<file path="config.mk">
export PLATFORM = sky130hd
export DESIGN_NAME = gpcde_top
export DESIGN_NICKNAME = d
export VERILOG_FILES = /design/src/core/gpcde_pkg.sv /design/src/core/gpcde_pinmux.sv /design/src/core/gpcde_top.sv
export VERILOG_INCLUDE_DIRS = /design/src /design/src/core
export SDC_FILE = /design/constraint.sdc
export NUM_CORES = 1
export LEC_CHECK = 0
export BUFFER_PORTS_ARGS = -buffer_cell sky130_fd_sc_hd__buf_2
export CAP_MARGIN = 20
export CORE_ASPECT_RATIO = 0.5
export CORE_UTILIZATION = 51
export CTS_CLUSTER_SIZE = 8
export DETAILED_ROUTE_END_ITERATION = 8
export GPL_TIMING_DRIVEN = 1
export MAX_ROUTING_LAYER = met4
export PLACE_DENSITY_LB_ADDON = 0.25
export SYNTH_ARGS = -nofsm -noshare
export SYNTH_HDL_FRONTEND = slang
export SYNTH_SLANG_ARGS = --single-unit
</file>
<file path="constraint.sdc">
create_clock -name clk_in -period 2 [get_ports clk_in]
set_clock_uncertainty 0.15 [all_clocks]
set_input_delay 0.2 -clock clk_in [delete_from_list [all_inputs] [get_ports clk_in]]
set_output_delay 0.2 -clock clk_in [all_outputs]
set_load 0.03 [all_outputs]
</file>
<file path="src/core/gpcde_defs.svh">
// register offsets, widths and reset values for the port c/d/e pin logic
//
// Functional notes
// pullups only act while pin is input
// seven-pin port pullup enable: 1 on, 0 off
// spi/timer port pullup enable: 1 on, 0 off
// data latches keep contents through reset
// reset clears spi/timer port direction bits
// direction 1 drives latch, 0 floats pin
// spi/timer data read: latch or pin per direction
// latch writes always land, never alter input
// serial/clock data read: latch or pin per direction
// reset clears serial/clock port direction bits
// timer edge/level select claims upper two pins
// spi clock and mosi are gpio when spi off
// spi owns direction, direction bit still picks read
// slave select gpio when spi off or master
// other port direction bit0 ignored when spi on
// pins 3 and 4 become clock out and clock in
// oscillator pins ignore writes, read undefined
// serial pins are gpio when serial interface off
// serial interface owns direction, bit picks read
// software loads latch before setting direction
// pullup enables reset to zero
`ifndef GPCDE_DEFS_SVH
`define GPCDE_DEFS_SVH
`define GPCDE_ADDR_W           16
`define GPCDE_SPT_DATA_ADDR    16'h0003
`define GPCDE_SCP_DATA_ADDR    16'h0008
`define GPCDE_SEVEN_PUE_ADDR   16'h0040
`define GPCDE_SPT_DIR_ADDR     16'h0007
`define GPCDE_SPT_PUE_ADDR     16'h0041
`define GPCDE_SCP_DIR_ADDR     16'h000C
`define GPCDE_SEVEN_W          7
`define GPCDE_SPT_W            8
`define GPCDE_SCP_W            5
`define GPCDE_DIR_RST          8'h00
`define GPCDE_PUE_RST          8'h00
`define GPCDE_SS_BIT           0
`define GPCDE_MOSI_BIT         2
`define GPCDE_SCK_BIT          3
`define GPCDE_TCH0_BIT         6
`define GPCDE_TCH1_BIT         7
`define GPCDE_TXD_BIT          0
`define GPCDE_RXD_BIT          1
`define GPCDE_OSC_OUT_BIT      3
`define GPCDE_OSC_IN_BIT       4
`endif

</file>
<file path="src/core/gpcde_pkg.sv">
// types for the port c/d/e pin logic
package gpcde_pkg;
  // peripheral overrides arriving from other modules
  typedef struct packed {
    logic       spi_enable_bit;
    logic       spi_master_select;
    logic [1:0] timer_a_ch_active; // edge/level select nonzero, ch1:ch0
    logic [1:0] timer_b_ch_active;
    logic [1:0] timer_a_ch_out;
    logic [1:0] timer_b_ch_out;
    logic [1:0] timer_a_ch_oe;
    logic [1:0] timer_b_ch_oe;
    logic       spi_sck_out;
    logic       spi_sck_oe;
    logic       spi_mosi_out;
    logic       spi_mosi_oe;
    logic       spi_miso_out;
    logic       spi_miso_oe;
    logic       serial_interface_enable;
    logic       serial_txd_out;
    logic       clock_output_sel;
    logic       clock_input_sel;
    logic       clock_output_val;
  } gpcde_ovr_t;
  // per-pin drive: value, enable, pullup
  typedef struct packed {
    logic [7:0] val;
    logic [7:0] oe;
    logic [7:0] pu;
  } gpcde_pin8_t;
  // all register state
  typedef struct packed {
    logic [7:0] spt_data;
    logic [7:0] spt_dir;
    logic [7:0] spt_pue;
    logic [4:0] scp_data;
    logic [4:0] scp_dir;
    logic [6:0] seven_pue;
    logic [7:0] rdata;
    logic [7:0] spt_pin_s1;
    logic [7:0] spt_pin_s2;
    logic [4:0] scp_pin_s1;
    logic [4:0] scp_pin_s2;
  } gpcde_regs_t;
endpackage

</file>
<file path="src/core/gpcde_pinmux.sv">
// pin ownership mux for the spi/timer and serial/clock ports
`timescale 1ns/100ps
`include "gpcde_defs.svh"
module gpcde_pinmux (
  // register state
  input  wire logic [7:0]           spt_data_in,
  input  wire logic [7:0]           spt_dir_in,
  input  wire logic [7:0]           spt_pue_in,
  input  wire logic [4:0]           scp_data_in,
  input  wire logic [4:0]           scp_dir_in,
  // overrides
  input  wire gpcde_pkg::gpcde_ovr_t ovr_in,
  // pad controls
  output gpcde_pkg::gpcde_pin8_t    spt_pad_out,
  output gpcde_pkg::gpcde_pin8_t    scp_pad_out
);
  logic [7:0] spt_own;
  logic [7:0] spt_pval;
  logic [7:0] spt_poe;
  logic [4:0] scp_own;
  logic [4:0] scp_pval;
  logic [4:0] scp_poe;

  // peripheral ownership and drive of the spi/timer port
  always_comb begin
    spt_own  = 8'h00;
    spt_pval = 8'h00;
    spt_poe  = 8'h00;
    if (ovr_in.spi_enable_bit) begin
      spt_own[`GPCDE_SCK_BIT]  = 1'b1;
      spt_own[`GPCDE_MOSI_BIT] = 1'b1;
      spt_own[1]               = 1'b1;
      // slave select ignores other port direction bit0 here
      spt_own[`GPCDE_SS_BIT]   = ~ovr_in.spi_master_select;
    end
    spt_pval[`GPCDE_SCK_BIT]  = ovr_in.spi_sck_out;
    spt_poe[`GPCDE_SCK_BIT]   = ovr_in.spi_sck_oe;
    spt_pval[`GPCDE_MOSI_BIT] = ovr_in.spi_mosi_out;
    spt_poe[`GPCDE_MOSI_BIT]  = ovr_in.spi_mosi_oe;
    spt_pval[1]               = ovr_in.spi_miso_out;
    spt_poe[1]                = ovr_in.spi_miso_oe;
    // timer a has priority over timer b on the shared pins
    spt_own[7:6]  = ovr_in.timer_a_ch_active | ovr_in.timer_b_ch_active;
    spt_pval[7:6] = ovr_in.timer_a_ch_active != 2'b00 ?
                    ovr_in.timer_a_ch_out : ovr_in.timer_b_ch_out;
    spt_poe[7:6]  = (ovr_in.timer_a_ch_active & ovr_in.timer_a_ch_oe) |
                    (~ovr_in.timer_a_ch_active & ovr_in.timer_b_ch_active
                     & ovr_in.timer_b_ch_oe);
  end

  // ownership of the serial/clock port
  always_comb begin
    scp_own  = 5'h00;
    scp_pval = 5'h00;
    scp_poe  = 5'h00;
    if (ovr_in.serial_interface_enable) begin
      scp_own[`GPCDE_TXD_BIT]  = 1'b1;
      scp_own[`GPCDE_RXD_BIT]  = 1'b1;
      scp_pval[`GPCDE_TXD_BIT] = ovr_in.serial_txd_out;
      scp_poe[`GPCDE_TXD_BIT]  = 1'b1;
    end
    if (ovr_in.clock_output_sel) begin
      scp_own[`GPCDE_OSC_OUT_BIT]  = 1'b1;
      scp_pval[`GPCDE_OSC_OUT_BIT] = ovr_in.clock_output_val;
      scp_poe[`GPCDE_OSC_OUT_BIT]  = 1'b1;
    end
    if (ovr_in.clock_input_sel) begin
      scp_own[`GPCDE_OSC_IN_BIT] = 1'b1;
    end
  end

  // final pad controls; pullups drop whenever the pin drives
  always_comb begin
    spt_pad_out.oe  = (spt_own & spt_poe) | (~spt_own & spt_dir_in);
    spt_pad_out.val = (spt_own & spt_pval) | (~spt_own & spt_data_in);
    spt_pad_out.pu  = spt_pue_in & ~spt_pad_out.oe;
    scp_pad_out.oe  = {3'h0, (scp_own & scp_poe) | (~scp_own & scp_dir_in)};
    scp_pad_out.val = {3'h0, (scp_own & scp_pval) | (~scp_own & scp_data_in)};
    scp_pad_out.pu  = 8'h00;
  end
endmodule

</file>
<file path="src/core/gpcde_top.sv">
// cpu register file and pin logic for the port c/d/e block
`timescale 1ns/100ps
`include "gpcde_defs.svh"
module gpcde_top (
  // clock and reset
  input  wire logic                  clk_in,
  input  wire logic                  srst_in,
  // cpu bus
  input  wire logic [15:0]           addr_in,
  input  wire logic                  wr_in,
  input  wire logic                  rd_in,
  input  wire logic [7:0]            wdata_in,
  output logic [7:0]                 rdata_out,
  // peripheral overrides
  input  wire gpcde_pkg::gpcde_ovr_t ovr_in,
  // seven-pin port direction, kept elsewhere
  input  wire logic [6:0]            seven_pin_port_direction_in,
  // pins
  input  wire logic [7:0]            spt_pin_in,
  input  wire logic [4:0]            scp_pin_in,
  output logic [7:0]                 spt_pin_out,
  output logic [7:0]                 spt_pin_oe_out,
  output logic [7:0]                 spt_pu_out,
  output logic [4:0]                 scp_pin_out,
  output logic [4:0]                 scp_pin_oe_out,
  output logic [6:0]                 seven_pu_out
);
  gpcde_pkg::gpcde_regs_t r_q;
  gpcde_pkg::gpcde_regs_t r_d;
  gpcde_pkg::gpcde_pin8_t spt_pad;
  gpcde_pkg::gpcde_pin8_t scp_pad;
  logic [7:0]             spt_pad_q;
  logic [7:0]             spt_oe_q;
  logic [7:0]             spt_pu_q;
  logic [4:0]             scp_pad_q;
  logic [4:0]             scp_oe_q;
  logic [6:0]             seven_pu_q;
  logic [4:0]             osc_mask;

  ////////////////////////////////////////////////////////////////////////
  // read mux: latch where direction is 1, synchronised pin otherwise
  function automatic logic [7:0] rd_sel(input logic [7:0] dir,
                                        input logic [7:0] lat,
                                        input logic [7:0] pin);
    rd_sel = (dir & lat) | (~dir & pin);
  endfunction

  gpcde_pinmux u_mux (
    .spt_data_in (r_q.spt_data),
    .spt_dir_in  (r_q.spt_dir),
    .spt_pue_in  (r_q.spt_pue),
    .scp_data_in (r_q.scp_data),
    .scp_dir_in  (r_q.scp_dir),
    .ovr_in      (ovr_in),
    .spt_pad_out (spt_pad),
    .scp_pad_out (scp_pad)
  );

  assign osc_mask = {ovr_in.clock_input_sel, ovr_in.clock_output_sel, 3'h0};

  ////////////////////////////////////////////////////////////////////////
  // next-state logic for registers and synchronisers
  always_comb begin
    r_d = r_q;
    r_d.spt_pin_s1 = spt_pin_in;
    r_d.spt_pin_s2 = r_q.spt_pin_s1;
    r_d.scp_pin_s1 = scp_pin_in;
    r_d.scp_pin_s2 = r_q.scp_pin_s1;
    if (wr_in) begin
      unique case (addr_in)
        `GPCDE_SPT_DATA_ADDR:  r_d.spt_data = wdata_in;
        // oscillator pins swallow writes
        `GPCDE_SCP_DATA_ADDR:  r_d.scp_data = (r_q.scp_data & osc_mask) |
                                   (wdata_in[4:0] & ~osc_mask);
        `GPCDE_SPT_DIR_ADDR:   r_d.spt_dir   = wdata_in;
        `GPCDE_SCP_DIR_ADDR:   r_d.scp_dir   = wdata_in[4:0];
        `GPCDE_SPT_PUE_ADDR:   r_d.spt_pue   = wdata_in;
        `GPCDE_SEVEN_PUE_ADDR: r_d.seven_pue = wdata_in[6:0];
        default: ;
      endcase
    end
    r_d.rdata = 8'h00;
    if (rd_in) begin
      unique case (addr_in)
        `GPCDE_SPT_DATA_ADDR:  r_d.rdata = rd_sel(r_q.spt_dir, r_q.spt_data,
                                   r_q.spt_pin_s2);
        // oscillator bits read latch or pin per direction bit: value not meaningful
        `GPCDE_SCP_DATA_ADDR:  r_d.rdata = rd_sel({3'h0, r_q.scp_dir},
                                   {3'h0, r_q.scp_data},
                                   {3'h0, r_q.scp_pin_s2});
        `GPCDE_SPT_DIR_ADDR:   r_d.rdata = r_q.spt_dir;
        `GPCDE_SCP_DIR_ADDR:   r_d.rdata = {3'h0, r_q.scp_dir};
        `GPCDE_SPT_PUE_ADDR:   r_d.rdata = r_q.spt_pue;
        `GPCDE_SEVEN_PUE_ADDR: r_d.rdata = {1'b0, r_q.seven_pue};
        default:               r_d.rdata = 8'h00;
      endcase
    end
  end

  ////////////////////////////////////////////////////////////////////////
  // state register; data latches are left untouched by reset
  always_ff @(posedge clk_in) begin
    if (srst_in) begin
      r_q.spt_dir    <= `GPCDE_DIR_RST;
      r_q.scp_dir    <= 5'h00;
      r_q.spt_pue    <= `GPCDE_PUE_RST;
      r_q.seven_pue  <= 7'h00;
      r_q.rdata      <= 8'h00;
      r_q.spt_data   <= r_d.spt_data;
      r_q.scp_data   <= r_d.scp_data;
      r_q.spt_pin_s1 <= r_d.spt_pin_s1;
      r_q.spt_pin_s2 <= r_d.spt_pin_s2;
      r_q.scp_pin_s1 <= r_d.scp_pin_s1;
      r_q.scp_pin_s2 <= r_d.scp_pin_s2;
    end else begin
      r_q <= r_d;
    end
  end

  ////////////////////////////////////////////////////////////////////////
  // registered pad outputs; pullups drop while a pin drives
  always_ff @(posedge clk_in) begin
    if (srst_in) begin
      spt_pad_q  <= 8'h00;
      spt_oe_q   <= 8'h00;
      spt_pu_q   <= 8'h00;
      scp_pad_q  <= 5'h00;
      scp_oe_q   <= 5'h00;
      seven_pu_q <= 7'h00;
    end else begin
      spt_pad_q  <= spt_pad.val;
      spt_oe_q   <= spt_pad.oe;
      spt_pu_q   <= spt_pad.pu;
      scp_pad_q  <= scp_pad.val[4:0];
      scp_oe_q   <= scp_pad.oe[4:0];
      seven_pu_q <= r_q.seven_pue & ~seven_pin_port_direction_in;
    end
  end

  assign rdata_out      = r_q.rdata;
  assign spt_pin_out    = spt_pad_q;
  assign spt_pin_oe_out = spt_oe_q;
  assign spt_pu_out     = spt_pu_q;
  assign scp_pin_out    = scp_pad_q;
  assign scp_pin_oe_out = scp_oe_q;
  assign seven_pu_out   = seven_pu_q;

  ////////////////////////////////////////////////////////////////////////
  // assertions
  a_pullup_off_out: assert property (@(posedge clk_in) disable iff (srst_in)
    (spt_pu_out & spt_pin_oe_out) == 8'h00)
    else $error("pullup active on driving pin");
  a_seven_pullup: assert property (@(posedge clk_in) disable iff (srst_in)
    ##1 seven_pu_out == ($past(r_q.seven_pue) &
      ~$past(seven_pin_port_direction_in)))
    else $error("seven-pin pullup wrong");
  a_spt_pue_wr: assert property (@(posedge clk_in) disable iff (srst_in)
    wr_in && addr_in == `GPCDE_SPT_PUE_ADDR |=> r_q.spt_pue == $past(wdata_in))
    else $error("pullup enable not written");
  a_dir_reset: assert property (@(posedge clk_in)
    srst_in |=> r_q.spt_dir == 8'h00 && r_q.scp_dir == 5'h00)
    else $error("direction not cleared");
  a_latch_keep: assert property (@(posedge clk_in)
    srst_in && !wr_in |=> $stable(r_q.spt_data))
    else $error("latch changed by reset");
  a_gpio_drive: assert property (@(posedge clk_in) disable iff (srst_in)
    !ovr_in.spi_enable_bit && ovr_in.timer_a_ch_active == 2'b00 &&
    ovr_in.timer_b_ch_active == 2'b00 |=> spt_pin_oe_out == $past(r_q.spt_dir))
    else $error("gpio enable not direction");
  a_spt_read: assert property (@(posedge clk_in) disable iff (srst_in)
    rd_in && addr_in == `GPCDE_SPT_DATA_ADDR |=> rdata_out ==
      (($past(r_q.spt_dir) & $past(r_q.spt_data)) |
       (~$past(r_q.spt_dir) & $past(r_q.spt_pin_s2))))
    else $error("port read wrong");
  a_latch_write: assert property (@(posedge clk_in) disable iff (srst_in)
    wr_in && addr_in == `GPCDE_SPT_DATA_ADDR |=> r_q.spt_data ==
      $past(wdata_in))
    else $error("latch write lost");
  a_scp_read: assert property (@(posedge clk_in) disable iff (srst_in)
    rd_in && addr_in == `GPCDE_SCP_DATA_ADDR |=> rdata_out[7:5] == 3'h0)
    else $error("serial port read high bits");
  a_osc_write: assert property (@(posedge clk_in) disable iff (srst_in)
    wr_in && addr_in == `GPCDE_SCP_DATA_ADDR && ovr_in.clock_output_sel
    |=> r_q.scp_data[3] == $past(r_q.scp_data[3]))
    else $error("oscillator latch written");
  a_sck_gpio: assert property (@(posedge clk_in) disable iff (srst_in)
    !ovr_in.spi_enable_bit |=> spt_pin_oe_out[3] == $past(r_q.spt_dir[3]))
    else $error("clock pin not gpio");
  a_spi_own: assert property (@(posedge clk_in) disable iff (srst_in)
    ovr_in.spi_enable_bit && !ovr_in.spi_master_select |=>
      spt_pin_oe_out[0] == 1'b0)
    else $error("slave select driven");
  a_serial_gpio: assert property (@(posedge clk_in) disable iff (srst_in)
    !ovr_in.serial_interface_enable && !ovr_in.clock_output_sel |=>
      scp_pin_oe_out[3:0] == $past(r_q.scp_dir[3:0]))
    else $error("serial pins not gpio");
  a_clk_out: assert property (@(posedge clk_in) disable iff (srst_in)
    ovr_in.clock_output_sel |=> scp_pin_oe_out[3])
    else $error("clock output not driven");
  a_timer_own: assert property (@(posedge clk_in) disable iff (srst_in)
    ovr_in.timer_a_ch_active[1] |=>
      spt_pin_oe_out[7] == $past(ovr_in.timer_a_ch_oe[1]))
    else $error("timer pin ownership");

  ////////////////////////////////////////////////////////////////////////
  // register writes and reset values
  a_spt_dir_wr: assert property (
    @(posedge clk_in) disable iff (srst_in)
    wr_in && addr_in == `GPCDE_SPT_DIR_ADDR |=>
      r_q.spt_dir == $past(wdata_in))
    else $error("direction not written");
  a_scp_dir_wr: assert property (
    @(posedge clk_in) disable iff (srst_in)
    wr_in && addr_in == `GPCDE_SCP_DIR_ADDR |=>
      r_q.scp_dir == $past(wdata_in[4:0]))
    else $error("serial port direction not written");
  a_seven_pue_wr: assert property (
    @(posedge clk_in) disable iff (srst_in)
    wr_in && addr_in == `GPCDE_SEVEN_PUE_ADDR |=>
      r_q.seven_pue == $past(wdata_in[6:0]))
    else $error("seven-pin pullup enable not written");
  a_pue_reset: assert property (
    @(posedge clk_in)
    srst_in |=>
      r_q.spt_pue == 8'h00 && r_q.seven_pue == 7'h00)
    else $error("pullup enable not cleared");
  a_scp_keep: assert property (
    @(posedge clk_in)
    srst_in && !wr_in |=>
      $stable(r_q.scp_data))
    else $error("serial latch changed by reset");

  // read data stands one cycle, then returns to zero
  a_rd_idle: assert property (
    @(posedge clk_in) disable iff (srst_in)
    !rd_in |=>
      rdata_out == 8'h00)
    else $error("read data without read");
  a_scp_read_val: assert property (
    @(posedge clk_in) disable iff (srst_in)
    rd_in && addr_in == `GPCDE_SCP_DATA_ADDR |=> rdata_out[4:0] ==
      (($past(r_q.scp_dir) & $past(r_q.scp_data)) |
       (~$past(r_q.scp_dir) & $past(r_q.scp_pin_s2))))
    else $error("serial port read wrong");
  a_scp_latch_wr: assert property (
    @(posedge clk_in) disable iff (srst_in)
    wr_in && addr_in == `GPCDE_SCP_DATA_ADDR &&
    !ovr_in.clock_output_sel && !ovr_in.clock_input_sel |=>
      r_q.scp_data == $past(wdata_in[4:0]))
    else $error("serial latch write lost");

  // oscillator and serial pins leave the direction bits behind
  a_osc_in_write: assert property (
    @(posedge clk_in) disable iff (srst_in)
    wr_in && addr_in == `GPCDE_SCP_DATA_ADDR && ovr_in.clock_input_sel
    |=> r_q.scp_data[4] == $past(r_q.scp_data[4]))
    else $error("clock input latch written");
  a_osc_in_float: assert property (
    @(posedge clk_in) disable iff (srst_in)
    ovr_in.clock_input_sel |=>
      !scp_pin_oe_out[4])
    else $error("clock input pin driven");
  a_txd_drive: assert property (
    @(posedge clk_in) disable iff (srst_in)
    ovr_in.serial_interface_enable |=> scp_pin_oe_out[0] &&
      scp_pin_out[0] == $past(ovr_in.serial_txd_out))
    else $error("transmit pin not driven");
  a_rxd_input: assert property (
    @(posedge clk_in) disable iff (srst_in)
    ovr_in.serial_interface_enable |=>
      !scp_pin_oe_out[1])
    else $error("receive pin driven");

  // pullups of the spi/timer port drop on every driving pin
  a_spt_pullup: assert property (
    @(posedge clk_in) disable iff (srst_in)
    ##1 spt_pu_out ==
      ($past(r_q.spt_pue) & ~spt_pin_oe_out))
    else $error("spi/timer pullup wrong");

  // spi and timer ownership of the spi/timer port
  a_mosi_gpio: assert property (
    @(posedge clk_in) disable iff (srst_in)
    !ovr_in.spi_enable_bit |=>
      spt_pin_oe_out[2] == $past(r_q.spt_dir[2]))
    else $error("data pin not gpio");
  a_ss_master: assert property (
    @(posedge clk_in) disable iff (srst_in)
    ovr_in.spi_enable_bit && ovr_in.spi_master_select |=>
      spt_pin_oe_out[0] == $past(r_q.spt_dir[0]))
    else $error("slave select not gpio as master");
  a_miso_own: assert property (
    @(posedge clk_in) disable iff (srst_in)
    ovr_in.spi_enable_bit |=>
      spt_pin_oe_out[1] == $past(ovr_in.spi_miso_oe))
    else $error("slave data pin not owned");
  a_sck_spi: assert property (
    @(posedge clk_in) disable iff (srst_in)
    ovr_in.spi_enable_bit |=>
      spt_pin_oe_out[3] == $past(ovr_in.spi_sck_oe) &&
      spt_pin_out[3] == $past(ovr_in.spi_sck_out))
    else $error("clock pin not owned");
  a_timer_b_own: assert property (
    @(posedge clk_in) disable iff (srst_in)
    ovr_in.timer_b_ch_active[1] && ovr_in.timer_a_ch_active == 2'b00 |=>
      spt_pin_oe_out[7] == $past(ovr_in.timer_b_ch_oe[1]) &&
      spt_pin_out[7] == $past(ovr_in.timer_b_ch_out[1]))
    else $error("second timer pin ownership");

  // main scenarios
  c_spt_read: cover property (@(posedge clk_in)
    rd_in && addr_in == `GPCDE_SPT_DATA_ADDR);
  c_spi_on: cover property (@(posedge clk_in) ovr_in.spi_enable_bit);
  c_osc_on: cover property (@(posedge clk_in) ovr_in.clock_input_sel);
  c_ss_master: cover property (@(posedge clk_in)
    ovr_in.spi_enable_bit && ovr_in.spi_master_select);
  c_timer_b: cover property (@(posedge clk_in)
    ovr_in.timer_b_ch_active[1]);
endmodule

</file>
==> impl_metrics.toml <==
[status]
status = "finished with violations"
violations = "negative hold slack"

[routing]
antenna_left = 0
vias = 3425
drt_wl_total_um = 10570
post_drt_via_cell_ratio = 5.022
firstDrtPassIters = 4
avgRoutedWirePerCell_um = 15.50
drt_drc_violations_left = 0
drt-initial-drc-count = 160

[clock_network]
postCtsResizedCells = 0
ctsRootBufferMaster = "clkbuf_16"
clock_sinks = 116
cts_setup_buffers = 0
cts_tree = "done"
cts_made_buffers = 17
h-tree-depth = 4
path_clk_slew_ns = 0.06
insertion_delay_ns = 0.41
clockBufferDepth = 2

[critical_path]
cp.required_ns = 2.12
start_kind = "primary input"
crit_fanout = 3
cp_slowest_cell = "dlygate4sd3_1"
critical_path.top_delay_family = "buffers and inverters"
r2r_slack_ns = 0.38
crit_chain = "dlygate4sd3_1 > buf_2 > mux2i_1 > nor2_1 > a21oi_1 > dlygate4sd3_1 > nor2_1"
slowest_delay_ns = 0.59
r2r_cells = 5
r2r-end = "spt_pin_oe_out[6]$_SDFF_PP0_"
cp-end-kind = "flop"
crit_type = "primary input to flop"
worstPathArrival_ns = 1.91
reg2reg_from = "r_q[65]$_SDFFE_PP0P_"
worst-path-buf-inv = 3

[yosys]
synthesis.instances = 380
syn-cell-area_um2 = 4179
yosys.cell_types.count = 38
ys_warn_count = 0
syn_nets = 453
async_reset_ff_share_pct = 0
synth_area_leaders = "dfxtp_1, mux2i_1, edfxtp_1"
yosysTopAreaCell = "dfxtp_1"
yosysTopAreaCellShare_pct = 49.34
synth-seq-area-share_pct = 58.68
synth_area_per_cell_um2 = 11.00
synth_common_cells = "dfxtp_1, nand2b_1, mux2i_1"
synth_edf_count = 13
ys_ff_latch = 116
ys.flop_type = "dfxtp_1"
yosysMostFrequentCell = "dfxtp_1"

[timing]
tns_ns = 0
fin_ws_ns = 0.2060
layout_min_cycle_time_ns = 1.794
fmaxAchievable_mhz = 557.4
final_hold_viol_count = 1
maxSlewViolCount = 0
max_slew_margin_pct = 58.36
post-route-period-util_pct = 89.70
setup_viol = 0
tightest_slew_ns = 0.6246
rsz0062_at_grt = "false"
whs_ns = -0.005613

[pwr]
power_density_nw_per_um2 = 961.1
ir_drop_mv = 0.7033
total_power_w = 0.005794
power_leakage_nw = 2.670

[layout]
antenna_cells = 0
layout-drive-gt1-share_pct = 30.14
area_delta_synth_final_pct = 44.25
nets = 634
final_cells = 682

[min_path]
hold_path_depth = 3
min_from = "ovr_in[22]"
hold_class = "primary input to flop"
hold_end = "spt_pin_out[7]$_SDFF_PP0_"

[floorplan]
io_pins = 122
die_x_um = 130.0
coreArea_um2 = 7625
die_h_um = 66.01
dieArea_um2 = 8582
rows = 22
start_util_pct = 54.81

[placement]
io_buffers = 121
gp_congestion = 0.8133
dp_hpwl_um = 6378
place_inst = 600
place_ws_ns = 0.02221

[global_route]
grt_start_max_net_pins = 69
grt-ovfl-total = 0
track_usage_pct = 27.59
grt_pass1_wl_um = 16640
antenna_found_initial = 0
grt_pass1_vias = 3386

[run]
cap_violations = 0
[repair_timing]
action                                  CTS  global route
endpoints found under the hold margin    66             0
endpoints found under the setup margin    0             1
hold buffers                             51             0
[cells in the final DEF (no fill, tap or decap), types with 2 or more instances in the layout]
cell type / instances
buf_4: 12
dlygate4sd3_1: 50
nor3b_1: 13
clkinv_2: 4
nand2b_1: 44
clkbuf_1: 3
dfxtp_1: 103
edfxtp_1: 13
a2bb2oi_1: 8
buf_12: 2
clkbuf_16: 20
nor4b_1: 2
nor4_2: 3
nand4_1: 3
nor3_1: 3
mux2i_1: 42
o21ai_0: 30
nand3_1: 5
inv_1: 3
a21oi_1: 17
clkbuf_8: 2
buf_2: 121
nor2b_1: 11
nor2_1: 27
nand2_1: 11
and2_1: 3
nand3b_1: 2
[worst max path at each step]
stage / cells past startpoint / to / slack, ns / start
final: 7 / spt_pin_oe_out[6]$_SDFF_PP0_ / 0.21 / ovr_in[19]
after global routing: 7 / spt_pin_oe_out[6]$_SDFF_PP0_ / 0.12 / ovr_in[19]
after CTS: 6 / spt_pin_out[7]$_SDFF_PP0_ / 0.06 / ovr_in[18]
after detailed placement: 5 / r_q[46]$_DFFE_PP_ / 0.02 / addr_in[9]
after global placement: 5 / r_q[47]$_DFFE_PP_ / 0.04 / addr_in[9]
after floorplan: 4 / r_q[67]$_DFFE_PP_ / 0.17 / addr_in[13]
[logic make-up after synthesis]
group | count (synthesis) | synth area share [%]
and+or+nand+nor | 140 | 20.48
muxes | 42 | 10.06
DFF | 116 | 58.68
AOI/OAI and AO/OA | 56 | 7.515
buffers and inverters | 26 | 3.263
[tightest hold or removal path, cell delays in order]
cell	delay [ns]
buf_2	0.14
nor2_1	0.12
nor3_1	0.05
[power by group]
group,switching (W),internal (W)
registers,0.0000107,0.00240
logic,0.000186,0.000187
clock network,0.00102,0.00199
total,0.00122,0.00458
[sequential cells by signal, indices dropped and copies added, names as in the netlist, named ones only]
| register | cells |
|---|---|
| rdata_out | 8 |
| spt_pin_out | 8 |
| spt_pin_oe_out | 8 |
| scp_pin_oe_out | 5 |
| r_q | 52 |
| r_d | 13 |
| spt_pu_out | 8 |
| seven_pu_out | 7 |
| scp_pin_out | 5 |
[through the flow]
stage                     instance area, µm²  utilization (%)
after floorplan                         4179                -
after global placement                  4925            64.59
after detailed placement                4925            64.59
after CTS                               6038            79.19
after global routing                    6028            79.06
final                                   6028            79.06
[layout make-up]
class | instances | area (µm²)
sequential | 116 | 2452
inverter | 3 | 11.26
tap | 108 | 135.1
clock inverter | 7 | 63.81
clock buffer | 25 | 539.3
multi-input combinational | 238 | 1590
fill | 490 | 1597
timing repair buffer | 185 | 1236
[per-layer routing]
| metal | vias to the layer above | track usage [%] | routed length, µm |
|---|---|---|---|
| met5 | - | - | 0 |
| met4 | 0 | 10.17 | 100 |
| met3 | 14 | 6.149 | 699 |
| met2 | 116 | 43.92 | 4949 |
| met1 | 1607 | 34.80 | 4822 |
| li1 | 1688 | - | - |
Power figures use the tool's default switching activity.
